<file path="src/verilog/psm_panel_top.sv">
// Panel status/monitor display: package of constants and types,
// then the top module that runs boot, monitor, edit, save result and alarm views.
// Assumes keys arrive from pins, and that the parameter store answers combinationally.
// Behaviour
// Save shows outcome indication about one second
// Successful store shows saved-correctly indication
// Read-only target rejected, write-protected indication
// Wrong or missing password shows locked
// Invalid or reserved value shows out-of-range
// Servo energized blocks flagged parameters, servo-on
// Repower-needed parameter shows power-on after save
// Decimal point marks high or low half
// Decimal negatives light two left points; hex unsigned
// Drive error shows alarm prefix plus code
// Up/down step blinking digit; shift moves it
// Shift held two seconds toggles sign, range-checked
// Power-up shows monitor symbol one second
// Up/down step monitors; setting selects directly
// Codes 0-2: user-unit feedback, command, error
// Codes 3-5: encoder-unit pulses, 1600000 per rev
// Codes 6-11: frequency, speed, speed/torque commands
// Codes 12-16: loads, voltage, inertia tenths, temperature
// Code 17: resonances, low first, high second
// Code 18: index-relative position within +/-5000
// New alarm forces alarm view; 20 s idle returns
// Monitor select above 18 keeps old choice
`timescale 1ns/1ps
`default_nettype none

package psm_pkg;
  localparam int unsigned CLK_HZ = 10_000_000;
  localparam int unsigned SHOW_MS = 1000;
  localparam int unsigned HOLD_MS = 2000;
  localparam int unsigned IDLE_S = 20;
  localparam int unsigned BLINK_MS = 250;
  localparam int unsigned SHOW_CYC = int'(64'(SHOW_MS) * 64'(CLK_HZ) / 64'd1000);
  localparam int unsigned HOLD_CYC = int'(64'(HOLD_MS) * 64'(CLK_HZ) / 64'd1000);
  localparam int unsigned IDLE_CYC = int'(64'(IDLE_S) * 64'(CLK_HZ));
  localparam int unsigned BLINK_CYC = int'(64'(BLINK_MS) * 64'(CLK_HZ) / 64'd1000);

  // Monitor codes
  localparam logic [4:0] MON_FB_UU = 5'h00;
  localparam logic [4:0] MON_CMD_UU = 5'h01;
  localparam logic [4:0] MON_ERR_UU = 5'h02;
  localparam logic [4:0] MON_FB_PLS = 5'h03;
  localparam logic [4:0] MON_CMD_PLS = 5'h04;
  localparam logic [4:0] MON_ERR_PLS = 5'h05;
  localparam logic [4:0] MON_CMD_KPPS = 5'h06;
  localparam logic [4:0] MON_SPEED = 5'h07;
  localparam logic [4:0] MON_SPD_VOLT = 5'h08;
  localparam logic [4:0] MON_SPD_RPM = 5'h09;
  localparam logic [4:0] MON_TRQ_VOLT = 5'h0a;
  localparam logic [4:0] MON_TRQ_PCT = 5'h0b;
  localparam logic [4:0] MON_LOAD_AVG = 5'h0c;
  localparam logic [4:0] MON_LOAD_PEAK = 5'h0d;
  localparam logic [4:0] MON_BUS_VOLT = 5'h0e;
  localparam logic [4:0] MON_INERTIA = 5'h0f;
  localparam logic [4:0] MON_TEMP = 5'h10;
  localparam logic [4:0] MON_RESON = 5'h11;
  localparam logic [4:0] MON_INDEX_POS = 5'h12;
  localparam logic [4:0] MON_LAST = MON_INDEX_POS;
  localparam logic [4:0] MON_RESET = MON_FB_UU;
  localparam int ENC_PPR = 1600000;
  localparam int INDEX_SPAN = 5000;
  localparam int INERTIA_DIV = 10;

  // Save result codes
  localparam logic [2:0] RES_SAVED = 3'h0;
  localparam logic [2:0] RES_RO = 3'h1;
  localparam logic [2:0] RES_LOCK = 3'h2;
  localparam logic [2:0] RES_OOR = 3'h3;
  localparam logic [2:0] RES_SON = 3'h4;
  localparam logic [2:0] RES_PON = 3'h5;

  // Segments {dp,g,f,e,d,c,b,a}
  localparam logic [7:0] SEG_DP = 8'h80;
  localparam logic [7:0] SEG_BLANK = 8'h00;
  localparam logic [7:0] SEG_MINUS = 8'h40;
  localparam logic [7:0] SEG_A = 8'h77;
  localparam logic [7:0] SEG_L = 8'h38;
  localparam logic [7:0] SEG_H = 8'h74;
  localparam logic [7:0] SEG_P = 8'h73;
  localparam logic [7:0] SEG_N = 8'h54;
  localparam logic [39:0] TXT_SAVED = 40'h6d_77_1c_79_5e;
  localparam logic [39:0] TXT_RO = 40'h50_40_3f_38_6e;
  localparam logic [39:0] TXT_LOCK = 40'h38_5c_58_76_5e;
  localparam logic [39:0] TXT_OOR = 40'h3f_1c_78_40_50;
  localparam logic [39:0] TXT_SON = 40'h6d_50_40_5c_54;
  localparam logic [39:0] TXT_PON = 40'h73_5c_40_5c_54;

  typedef logic [4:0][7:0] psm_glyphs_t;
  typedef struct packed {
    logic mode;
    logic set;
    logic shift;
    logic up;
    logic down;
  } psm_keys_s;
  typedef struct packed {
    logic read_only;
    logic run_locked;
    logic repower;
    logic is32;
    logic hex;
    logic signed [31:0] min;
    logic signed [31:0] max;
  } psm_attr_s;

  function automatic logic [7:0] hex_seg(input logic [3:0] h);
    logic [7:0] s;
    s = SEG_BLANK;
    case (h)
      4'h0: s = 8'h3f;
      4'h1: s = 8'h06;
      4'h2: s = 8'h5b;
      4'h3: s = 8'h4f;
      4'h4: s = 8'h66;
      4'h5: s = 8'h6d;
      4'h6: s = 8'h7d;
      4'h7: s = 8'h07;
      4'h8: s = 8'h7f;
      4'h9: s = 8'h6f;
      4'ha: s = 8'h77;
      4'hb: s = 8'h7c;
      4'hc: s = 8'h39;
      4'hd: s = 8'h5e;
      4'he: s = 8'h79;
      default: s = 8'h71;
    endcase
    return s;
  endfunction
endpackage

module psm_panel_top #(
  parameter int unsigned P_SHOW_CYC = psm_pkg::SHOW_CYC,
  parameter int unsigned P_HOLD_CYC = psm_pkg::HOLD_CYC,
  parameter int unsigned P_IDLE_CYC = psm_pkg::IDLE_CYC,
  parameter int unsigned P_BLINK_CYC = psm_pkg::BLINK_CYC
) (
  input wire logic i_clk,
  input wire logic i_rstn,
  input wire psm_pkg::psm_keys_s i_keys,
  input wire logic i_edit_start,
  input wire logic signed [31:0] i_edit_init,
  input wire psm_pkg::psm_attr_s i_attr,
  input wire logic i_pw_ok,
  input wire logic i_servo_on,
  input wire logic i_val_reserved,
  input wire logic i_alarm_new,
  input wire logic i_alarm_act,
  input wire logic [11:0] i_alarm_code,
  input wire logic i_msel_wr,
  input wire logic [7:0] i_msel_data,
  input wire logic signed [31:0] i_mon_value,
  output logic [4:0] o_mon_sel,
  output logic o_wr_stb,
  output logic signed [31:0] o_wr_value,
  output logic o_alarm_view,
  output psm_pkg::psm_glyphs_t o_seg
);
  typedef enum logic [4:0] {
    ST_BOOT = 5'b00001,
    ST_MON = 5'b00010,
    ST_EDIT = 5'b00100,
    ST_RES = 5'b01000,
    ST_ALM = 5'b10000
  } psm_state_e;

  function automatic logic signed [31:0] pow10(input logic [2:0] d);
    logic signed [31:0] p;
    p = 32'sd1;
    for (int i = 0; i < 4; i++) begin
      if (i < int'(d)) begin
        p = p * 32'sd10;
      end
    end
    return p;
  endfunction

  function automatic logic in_range(input logic signed [31:0] v, input psm_pkg::psm_attr_s a);
    return (v >= a.min) && (v <= a.max);
  endfunction

  psm_state_e st_q, st_d;
  psm_pkg::psm_keys_s ks1_q, ks2_q, ks3_q, press, rel;
  logic [31:0] t_q, idle_q, hold_q, blk_q;
  logic blink_q, hold_done_q, hex_q, hi_q;
  logic [4:0] sel_q;
  logic [2:0] dig_q, res_q, res_d;
  logic signed [31:0] ev_q;
  psm_pkg::psm_attr_s attr_q;
  logic save_go, save_ok, idle_hit, fmt_neg, fmt_32;
  psm_pkg::psm_glyphs_t fmt_seg, disp_d;

  // Keys come from pins: two flops, then an edge stage
  always_ff @(posedge i_clk or negedge i_rstn) begin
    if (!i_rstn) begin
      ks1_q <= '0;
      ks2_q <= '0;
      ks3_q <= '0;
    end else begin
      ks1_q <= i_keys;
      ks2_q <= ks1_q;
      ks3_q <= ks2_q;
    end
  end
  assign press = ks2_q & ~ks3_q;
  assign rel = ~ks2_q & ks3_q;

  assign idle_hit = i_alarm_act && (st_q != ST_ALM) && (idle_q >= P_IDLE_CYC - 1);
  // An alarm taking the view in the same cycle cancels the save; a mode press in that cycle does not, and its write goes unreported
  assign save_go = (st_q == ST_EDIT) && press.set && !i_alarm_new && !idle_hit;

  always_comb begin
    st_d = st_q;
    case (st_q)
      ST_BOOT: if (t_q >= P_SHOW_CYC - 1) st_d = ST_MON;
      ST_MON: begin
        if (i_edit_start) begin
          st_d = ST_EDIT;
        end else if (press.mode && i_alarm_act) begin
          st_d = ST_ALM;
        end
      end
      ST_EDIT: begin
        if (press.mode) begin
          st_d = ST_MON;
        end else if (press.set) begin
          st_d = ST_RES;
        end
      end
      ST_RES: if (t_q >= P_SHOW_CYC - 1) st_d = ST_MON;
      ST_ALM: if (press.mode) st_d = ST_MON;
      default: st_d = ST_MON;
    endcase
    if (i_alarm_new || idle_hit) begin
      st_d = ST_ALM;
    end
  end

  always_ff @(posedge i_clk or negedge i_rstn) begin
    if (!i_rstn) begin
      st_q <= ST_BOOT;
      t_q <= '0;
    end else begin
      st_q <= st_d;
      t_q <= (st_d != st_q) ? 32'h0 : t_q + 32'h1;
    end
  end

  // Idle time since the last key, for the alarm return
  always_ff @(posedge i_clk or negedge i_rstn) begin
    if (!i_rstn) begin
      idle_q <= '0;
    end else if (|press || st_q == ST_ALM) begin
      idle_q <= '0;
    end else if (idle_q < P_IDLE_CYC - 1) begin
      idle_q <= idle_q + 32'h1;
    end
  end

  // Blink divider for the edited digit
  always_ff @(posedge i_clk or negedge i_rstn) begin
    if (!i_rstn) begin
      blk_q <= '0;
      blink_q <= 1'b1;
    end else if (blk_q >= P_BLINK_CYC - 1) begin
      blk_q <= '0;
      blink_q <= ~blink_q;
    end else begin
      blk_q <= blk_q + 32'h1;
    end
  end

  // Monitor selection
  always_ff @(posedge i_clk or negedge i_rstn) begin
    if (!i_rstn) begin
      sel_q <= psm_pkg::MON_RESET;
      hex_q <= 1'b0;
      hi_q <= 1'b0;
    end else begin
      if (i_msel_wr) begin
        if (i_msel_data <= 8'(psm_pkg::MON_LAST)) begin
          sel_q <= i_msel_data[4:0];
          hi_q <= 1'b0;
        end
      end else if (st_q == ST_MON && press.up) begin
        sel_q <= (sel_q == psm_pkg::MON_LAST) ? 5'h0 : sel_q + 5'h1;
        hi_q <= 1'b0;
      end else if (st_q == ST_MON && press.down) begin
        sel_q <= (sel_q == 5'h0) ? psm_pkg::MON_LAST : sel_q - 5'h1;
        hi_q <= 1'b0;
      end else if (st_q == ST_MON && press.shift) begin
        hi_q <= ~hi_q;
      end
      if (st_q == ST_MON && press.set) begin
        hex_q <= ~hex_q;
      end
    end
  end

  // Edit value, blinking digit and sign hold
  always_ff @(posedge i_clk or negedge i_rstn) begin
    if (!i_rstn) begin
      ev_q <= '0;
      attr_q <= '0;
      dig_q <= '0;
      hold_q <= '0;
      hold_done_q <= 1'b0;
    end else if (st_q == ST_MON && i_edit_start && !i_alarm_new) begin
      ev_q <= i_edit_init;
      attr_q <= i_attr;
      dig_q <= '0;
      hold_q <= '0;
      hold_done_q <= 1'b0;
    end else if (st_q == ST_EDIT) begin
      if (press.up) ev_q <= ev_q + pow10(dig_q);
      else if (press.down) ev_q <= ev_q - pow10(dig_q);
      if (ks2_q.shift) begin
        hold_q <= (hold_q < P_HOLD_CYC - 1) ? hold_q + 32'h1 : hold_q;
        if (hold_q == P_HOLD_CYC - 2 && !hold_done_q) begin
          hold_done_q <= 1'b1;
          if (in_range(-ev_q, attr_q)) ev_q <= -ev_q;
        end
      end else begin
        hold_q <= '0;
        hold_done_q <= 1'b0;
      end
      // Short shift acts on release, so a long hold does not also move
      if (rel.shift && !hold_done_q) dig_q <= (dig_q == 3'h4) ? 3'h0 : dig_q + 3'h1;
    end
  end

  // Save evaluation, most severe refusal first
  always_comb begin
    save_ok = 1'b0;
    if (attr_q.read_only) begin
      res_d = psm_pkg::RES_RO;
    end else if (!i_pw_ok) begin
      res_d = psm_pkg::RES_LOCK;
    end else if (i_servo_on && attr_q.run_locked) begin
      res_d = psm_pkg::RES_SON;
    end else if (!in_range(ev_q, attr_q) || i_val_reserved) begin
      res_d = psm_pkg::RES_OOR;
    end else begin
      save_ok = 1'b1;
      res_d = attr_q.repower ? psm_pkg::RES_PON : psm_pkg::RES_SAVED;
    end
  end

  always_ff @(posedge i_clk or negedge i_rstn) begin
    if (!i_rstn) begin
      res_q <= psm_pkg::RES_SAVED;
      o_wr_stb <= 1'b0;
      o_wr_value <= '0;
    end else begin
      o_wr_stb <= save_go && save_ok;
      if (save_go) begin
        res_q <= res_d;
        o_wr_value <= ev_q;
      end
    end
  end

  // Codes 0-5 and 17 carry 32-bit data; 17 splits into two 16-bit fields
  assign fmt_32 = (st_q == ST_EDIT) ? attr_q.is32 :
                  (sel_q <= psm_pkg::MON_ERR_PLS) || (sel_q == psm_pkg::MON_RESON);

  psm_num_fmt psm_num_fmt_i (
    .i_value((st_q == ST_EDIT) ? ev_q : i_mon_value),
    .i_is32(fmt_32),
    .i_hex((st_q == ST_EDIT) ? attr_q.hex : hex_q),
    .i_high((st_q == ST_EDIT) ? 1'b0 : hi_q),
    .i_split((st_q != ST_EDIT) && (sel_q == psm_pkg::MON_RESON)),
    .o_seg(fmt_seg),
    .o_neg(fmt_neg)
  );

  always_comb begin
    disp_d = fmt_seg;
    case (st_q)
      ST_BOOT: begin
        disp_d = {psm_pkg::SEG_P, psm_pkg::SEG_N, psm_pkg::SEG_MINUS,
                  psm_pkg::hex_seg((sel_q >= 5'd10) ? 4'h1 : 4'h0),
                  psm_pkg::hex_seg(4'((sel_q >= 5'd10) ? sel_q - 5'd10 : sel_q))};
      end
      ST_EDIT: if (!blink_q) disp_d[dig_q] = psm_pkg::SEG_BLANK;
      ST_RES: begin
        case (res_q)
          psm_pkg::RES_RO: disp_d = psm_pkg::TXT_RO;
          psm_pkg::RES_LOCK: disp_d = psm_pkg::TXT_LOCK;
          psm_pkg::RES_OOR: disp_d = psm_pkg::TXT_OOR;
          psm_pkg::RES_SON: disp_d = psm_pkg::TXT_SON;
          psm_pkg::RES_PON: disp_d = psm_pkg::TXT_PON;
          default: disp_d = psm_pkg::TXT_SAVED;
        endcase
      end
      ST_ALM: begin
        disp_d = {psm_pkg::SEG_A, psm_pkg::SEG_L, psm_pkg::hex_seg(i_alarm_code[11:8]),
                  psm_pkg::hex_seg(i_alarm_code[7:4]), psm_pkg::hex_seg(i_alarm_code[3:0])};
      end
      default: disp_d = fmt_seg;
    endcase
  end

  always_ff @(posedge i_clk or negedge i_rstn) begin
    if (!i_rstn) begin
      o_seg <= '0;
    end else begin
      o_seg <= disp_d;
    end
  end

  assign o_mon_sel = sel_q;
  assign o_alarm_view = (st_q == ST_ALM);
endmodule

`default_nettype wire

</file>
<file path="src/verilog/psm_num_fmt.sv">
// Number formatter: turns a value into five seven-segment glyphs,
// decimal or hex, 16 or 32 bits, with half and sign points.
// Assumes values arrive sign-extended to 32 bits; purely combinational.
`timescale 1ns/1ps
`default_nettype none

module psm_num_fmt (
  input wire logic signed [31:0] i_value,
  input wire logic i_is32,
  input wire logic i_hex,
  input wire logic i_high,
  input wire logic i_split,
  output psm_pkg::psm_glyphs_t o_seg,
  output logic o_neg
);
  // Shift-and-add-3; cheap at panel rates, no divider needed
  function automatic logic [39:0] bin2bcd(input logic [31:0] b);
    logic [39:0] r;
    r = '0;
    for (int i = 31; i >= 0; i--) begin
      for (int k = 0; k < 10; k++) begin
        if (r[4*k+:4] > 4'h4) r[4*k+:4] = r[4*k+:4] + 4'h3;
      end
      r = {r[38:0], b[i]};
    end
    return r;
  endfunction

  logic [31:0] mag;
  logic [39:0] bcd;
  logic [19:0] dsel;
  logic [15:0] nib;

  // Code 17 halves are independent unsigned fields
  assign o_neg = !i_hex && !i_split && i_value[31];
  assign mag = i_split ? {16'h0, (i_high ? i_value[31:16] : i_value[15:0])} :
               (o_neg ? 32'(-i_value) : 32'(i_value));
  assign bcd = bin2bcd(mag);
  assign dsel = (i_is32 && !i_split && i_high) ? bcd[39:20] : bcd[19:0];
  assign nib = (i_is32 && i_high) ? i_value[31:16] : i_value[15:0];

  always_comb begin
    o_seg = '0;
    if (i_hex) begin
      o_seg[4] = !i_is32 ? psm_pkg::SEG_BLANK : (i_high ? psm_pkg::SEG_H : psm_pkg::SEG_L);
      for (int d = 0; d < 4; d++) begin
        o_seg[d] = psm_pkg::hex_seg(nib[4*d+:4]);
      end
    end else begin
      for (int d = 0; d < 5; d++) begin
        o_seg[d] = psm_pkg::hex_seg(dsel[4*d+:4]);
      end
      if (i_is32 && i_high) o_seg[0] = o_seg[0] | psm_pkg::SEG_DP;
      if (o_neg) begin
        o_seg[4] = o_seg[4] | psm_pkg::SEG_DP;
        o_seg[3] = o_seg[3] | psm_pkg::SEG_DP;
      end
    end
  end
endmodule

`default_nettype wire

</file>
<file path="config.mk">
export PLATFORM = sky130hd
export DESIGN_NAME = psm_panel_top
export DESIGN_NICKNAME = d
export VERILOG_FILES = /design/src/verilog/psm_panel_top.sv /design/src/verilog/psm_num_fmt.sv
export SDC_FILE = /design/constraint.sdc
export NUM_CORES = 2
export LEC_CHECK = 0
export BUFFER_PORTS_ARGS = -buffer_cell sky130_fd_sc_hd__buf_2
export CAP_MARGIN = 20
export CORE_MARGIN = 5
export CORE_UTILIZATION = 60
export DETAILED_ROUTE_END_ITERATION = 10
export GPL_TIMING_DRIVEN = 0
export MAX_ROUTING_LAYER = met4
export PLACE_DENSITY = 0.89
export SETUP_SLACK_MARGIN = 0.02
export SYNTH_ARGS = -nofsm -noshare
export SYNTH_HDL_FRONTEND = slang
export SYNTH_HIERARCHICAL = 1
export SYNTH_SLANG_ARGS = --single-unit
</file>
<file path="constraint.sdc">
create_clock -name i_clk -period 78.8 [get_ports i_clk]
set_input_delay 3.94 -clock i_clk [delete_from_list [all_inputs] [get_ports i_clk]]
set_output_delay 3.94 -clock i_clk [all_outputs]
set_load 0.01 [all_outputs]
</file>
# Word level (Yosys, flattened, before mapping)
# Memories as Yosys holds them, arrays and structs flattened.
# Cells that the tools add are included.
[totals] ff_bits=337 memories=14 in_bits=167 wordCells=741 out_inout_bits=79 rom_bits=1568
[memory_table] memory="(name not given)" words=16 width=7 read_ports=1 rd_ports_with_merged_regs=0 wr=0 line_no="psm_panel_top.sv:112" text="case (h)"
[memory_table] memory="(name not given)" words=16 width=7 read_ports=1 rd_ports_with_merged_regs=0 wr=0 line_no="psm_panel_top.sv:112"
[memory_table] memory="(name not given)" words=16 width=7 read_ports=1 rd_ports_with_merged_regs=0 wr=0 line_no="psm_panel_top.sv:112"
[memory_table] memory="(name not given)" words=16 width=7 read_ports=1 rd_ports_with_merged_regs=0 wr=0 line_no="psm_panel_top.sv:112"
[memory_table] memory="(name not given)" words=16 width=7 read_ports=1 rd_ports_with_merged_regs=0 wr=0 line_no="psm_panel_top.sv:112"
[memory_table] memory="(name not given)" words=16 width=7 read_ports=1 rd_ports_with_merged_regs=0 wr=0 line_no="psm_panel_top.sv:112"
[memory_table] memory="+8 memories"
[op_classes] reduce_logical=48 eq_ne=20 mux=262 n_bitwise=9 add_sub_neg=167 n_mul=6 magnitude_cmp=173
[ops] op="32-bit two-way mux" count=52
[ops] op="4-bit two-way mux" count=155
[ops] op="4-bit by 3-bit greater-than comparator with 1-bit output (second input constant)" count=145
[ops] op="4-bit by 2-bit adder with 4-bit output (second input constant)" count=144
[ops] op="39-bit case mux with 5 select lines" count=1
[ops] op="32-bit by 4-bit multiplier with 31-bit output (second input constant)" count=6
[ops] op="40-bit case mux with 4 select lines" count=1
[ops] op="32-bit by 1-bit adder with 32-bit output (second input constant)" count=4
[ops] op="40-bit two-way mux" count=2
[ops] op="5-bit two-way mux" count=13
[ops] op="32-bit >= comparator" count=2
[ops] op="32-bit less-or-equal comparator" count=2
[ops] op="32-bit negator" count=2
[ops] op="16-bit two-way mux" count=3
[ops] op="40-bit AND" count=1
[ops] op="40-bit inverter" count=1
[ops] op="3-bit by 2-bit adder with 4-bit output (second input constant)" count=9
[ops] op="3-bit two-way mux" count=11
[ops] op="32-bit adder" count=1
[ops] op="32-bit by 25-bit equality test with 1-bit output (second input constant)" count=1
[ops] op="32-bit by 22-bit >= comparator with 1-bit output (second input constant)" count=1
[ops] op="32-bit by 24-bit >= comparator with 1-bit output (second input constant)" count=1
[ops] op="32-bit by 28-bit >= comparator with 1-bit output (second input constant)" count=1
[ops] op="32-bit by 25-bit < comparator with 1-bit output (second input constant)" count=1
[ops] op="49 further kinds" count=125

# Longest topological paths before layout
# An unclocked memory read counts as a cell.
[logic_depth] word_depth=72 ltp_mapped=184 ltp_nobuf=166

# Modules after synthesis
# The synthesis kept the hierarchy.
[modules_own_cells] module="psm_num_fmt" area_per_inst_um2=27785.4 cells_each=3962 instances=1 seq_area_each_um2=0.0
[modules_own_cells] module="psm_panel_top" area_per_inst_um2=23019.6 cells_each=2714 instances=1 seq_area_each_um2=8435.6

# Worst setup path before layout
# OpenSTA, ideal clock, no wires.
[synth_timing] kind="input port to flip-flop" startpoint="input i_mon_value[26]" endpoint="register o_seg[1] (netlist name)" arrival_time_ns=37.022 setup_time_ns=0.126 path_buffers=15 required_time_ns=78.674 path_slack_ns=41.652 stages=166 path_cell_list="nand2_1 -> nand2_1 -> or4_4 -> nor4_4 -> nand3_2 -> nand3_1 -> a21o_1 -> ha_1 -> inv_1 -> ha_1 -> buf_4 -> or4b_1 -> a211oi_1 -> a2111oi_1 -> nand3_4 -> bufinv_8 -> ha_1 -> mux2i_4 -> (+130 left out) -> a21oi_1 -> ha_1 -> nor2_1 -> nor2_1 -> xnor2_1 -> ha_1 -> o21ai_0 -> o221a_2 -> xnor2_1 -> nor2_1 -> a21oi_1 -> ha_1 -> inv_1 -> mux2_2 -> o211ai_1 -> o21ai_1 -> a221oi_1 -> nand2_1"
[synth_rtl] element="start, declared" line_no="psm_panel_top.sv:154" text="input wire logic signed [31:0] i_mon_value,"
[synth_rtl] element="end signal, assigned" line_no="psm_panel_top.sv:410" text="o_seg <= disp_d;"
[synth_rtl] element="end, declared" line_no="psm_panel_top.sv:159" text="output psm_pkg::psm_glyphs_t o_seg"

==> impl_metrics.toml <==
[clocking]
cts.repair.resized = 0
clock_latency_ps = 580
path_clk_slew_ps = 60
htreeDepth = 2
hold_buffers = 0
clkSinkCount = 337
tritoncts = "built"
post_cts_buffers = 0
cts_root_buf = "clkbuf_16"
cts_buffer_depth = 3
numCtsBuffers = 38

[yosys]
syn-instance-count = 6676
yosys_register_bits = 337
synth.distinct_cells = 179
yosys_warnings = 6
synth_flop_cell = "dfrtp_1"
synth_enable_flop_cells = 0
avgSynthCellArea_um2 = 7.61
async_reset_ff_share_pct = 100
ys_seq_area_share_pct = 16.6
synth_area_um2 = 50800

[die]
design.die.area_um2 = 90600
rows = 106
die_x_um = 301
io_pins = 246
die_h_um = 301
coreArea_um2 = 83800
initial_core_util_pct = 60.6

[routing]
wire_per_inst_um = 19.5
dr.pass1.iters = 6
ant_nets = 0
drc = 0
routed-via-count = 54200
finalWirelength_um = 159000
via_per_inst = 6.65
drt-initial-drc-count = 5446

[layout]
nNetsFinal = 7588
regArea_um2 = 8440
mostFrequentLayoutCell = "nand2_1"
final_layout_size_suffix_gt1_share_pct = 12.9
syn_to_final_growth_pct = 8.14
final.fill_count = 7099
multi_input_area_um2 = 39400
final_cell_mix = "nand2_1 (774), nor2_1 (590), ha_1 (442)"

[timing]
tightest_slew_ps = 1280
fin_crit_ps = 43730
rsz0062_at_grt = "no"
worst_clock_skew_ps = 21.2
finalWorstSetupSlack_ps = 35070
hold-worst-slack_ps = 350
report.final.hold_viol_count = 0
max_slew_margin_pct = 14.6
setup-tns-final_ps = 0
fmax_mhz = 22.9
maxSlewViolCount = 0
setup_violations = 0
finalCritPeriodShare_pct = 55.5

[worst_setup_path]
cp_max_fo = 10
cp_top_family = "simple AND/OR/NAND/NOR gates"
cpMostUsedCell = "ha_1"
cp-start-kind = "input pin"
crit_slowest_cell = "dlygate4sd3_1"
cp_num_buf_inv = 33
cp.arrival_ps = 44210
cpPeakStageDelay_ps = 800
cp.required_ps = 79280
crit_path_end_kind = "flip-flop"
path_class = "input pin to flip-flop"

[place]
port_buffers = 244
hpwlAfterDp_um = 124000
gp_congestion = 1.02
place_ws_ps = 35590

[global_routing]
grt_pass1_wl_um = 255000
grt_pass1_vias = 50400
grt_max_degree = 110
antenna_found_initial = 7
track_usage_pct = 34.1
gr-total-overflow = 0

[run]
maxCapViolCount = 0

[min_path]
hold_class = "flip-flop to flip-flop"

[status]
status = "completed"
-- Yosys cell counts (99+ instances only) --
cell type / count / area [um2]
mux2_2: 99 / 1110
nor2_1: 590 / 2210
ha_1: 442 / 5530
clkbuf_1: 168 / 631
o21ai_0: 355 / 1780
xnor2_1: 151 / 1320
dfrtp_1: 335 / 8380
nand2_1: 774 / 2910
inv_1: 311 / 1170
nor3_1: 173 / 866
nand3_1: 217 / 1090
xor2_1: 134 / 1170
a21oi_1: 417 / 2090
mux2i_1: 183 / 1830
nand4_1: 112 / 701
-- state kept, by name, summed over array words and instances (netlist names) --
register     flops
attr_q          69
blink_q          1
blk_q           32
dig_q            3
ev_q            32
hex_q            1
hi_q             1
hold_done_q      1
hold_q          32
idle_q          32
ks1_q            5
ks2_q            5
ks3_q            5
o_mon_sel        5
o_seg           40
o_wr_stb         1
o_wr_value      32
res_q            3
st_q             5
t_q             32
-- per-layer routing --
metal	GRT usage, %	routed length (um)	vias to the layer above
met3	4.48	12900	528
li1	-	-	25500
met5	-	0	-
met4	15.6	8820	0
met2	54.7	72400	2673
met1	43.0	65000	25400
-- path summary, 6_finish.rpt --
| check | startpoint | endpoint | slack (ps) | depth (start not counted) |
|---|---|---|---|---|
| max | i_mon_value[14] | o_seg[0] | 35070 | 166 |
| min | ks1_q[1] | ks2_q[1] | 350 | 0 |
| max reg2reg | st_q[0] | o_seg[0] | 35860 | 174 |
| min reg2reg | ks1_q[1] | ks2_q[1] | 350 | 0 |
| max in group asynchronous | i_rstn | o_seg[34] | 74170 | 3 |
| min in group asynchronous | i_rstn | attr_q[37] | 3250 | 1 |
-- metrics by stage --
step	utilization [%]	cells	cell area (um2)
floorplan	-	6686	50800
global placement	63.8	8064	53500
detailed placement	63.9	8070	53600
CTS	65.5	8138	54900
global route	65.5	8145	54900
finish	65.5	8148	54900
-- final cells by class --
| type | count | share of cell area, % |
|---|---|---|
| multi-input cells | 5701 | 71.7 |
| flip-flops and latches | 337 | 15.4 |
| repair buffers | 250 | 2.42 |
| diodes | 10 | 0.0455 |
| well taps | 1134 | 2.58 |
| clock buffers | 48 | 1.93 |
| clock inverters | 20 | 0.469 |
| inverters | 322 | 2.23 |
| plain buffers | 326 | 3.22 |
-- logic make-up (layout without fill, tap and decap cells) --
family	count (synthesis)	after routing	synth area share, %
multiplexers	311	311	6.69
other	2	22	0.0148
adder cells (fa/ha/maj)	450	450	11.1
AO/OA/AOI/OAI	2065	2065	29.2
flip-flops	337	337	16.6
AND/OR/NAND/NOR	2571	2571	25.3
buffers and inverters	648	966	5.90
XOR/XNOR	292	292	5.14
Power is left out: the tool's default activity adds up to more than one toggle a clock period on the data nets, which glitch-free logic cannot reach.
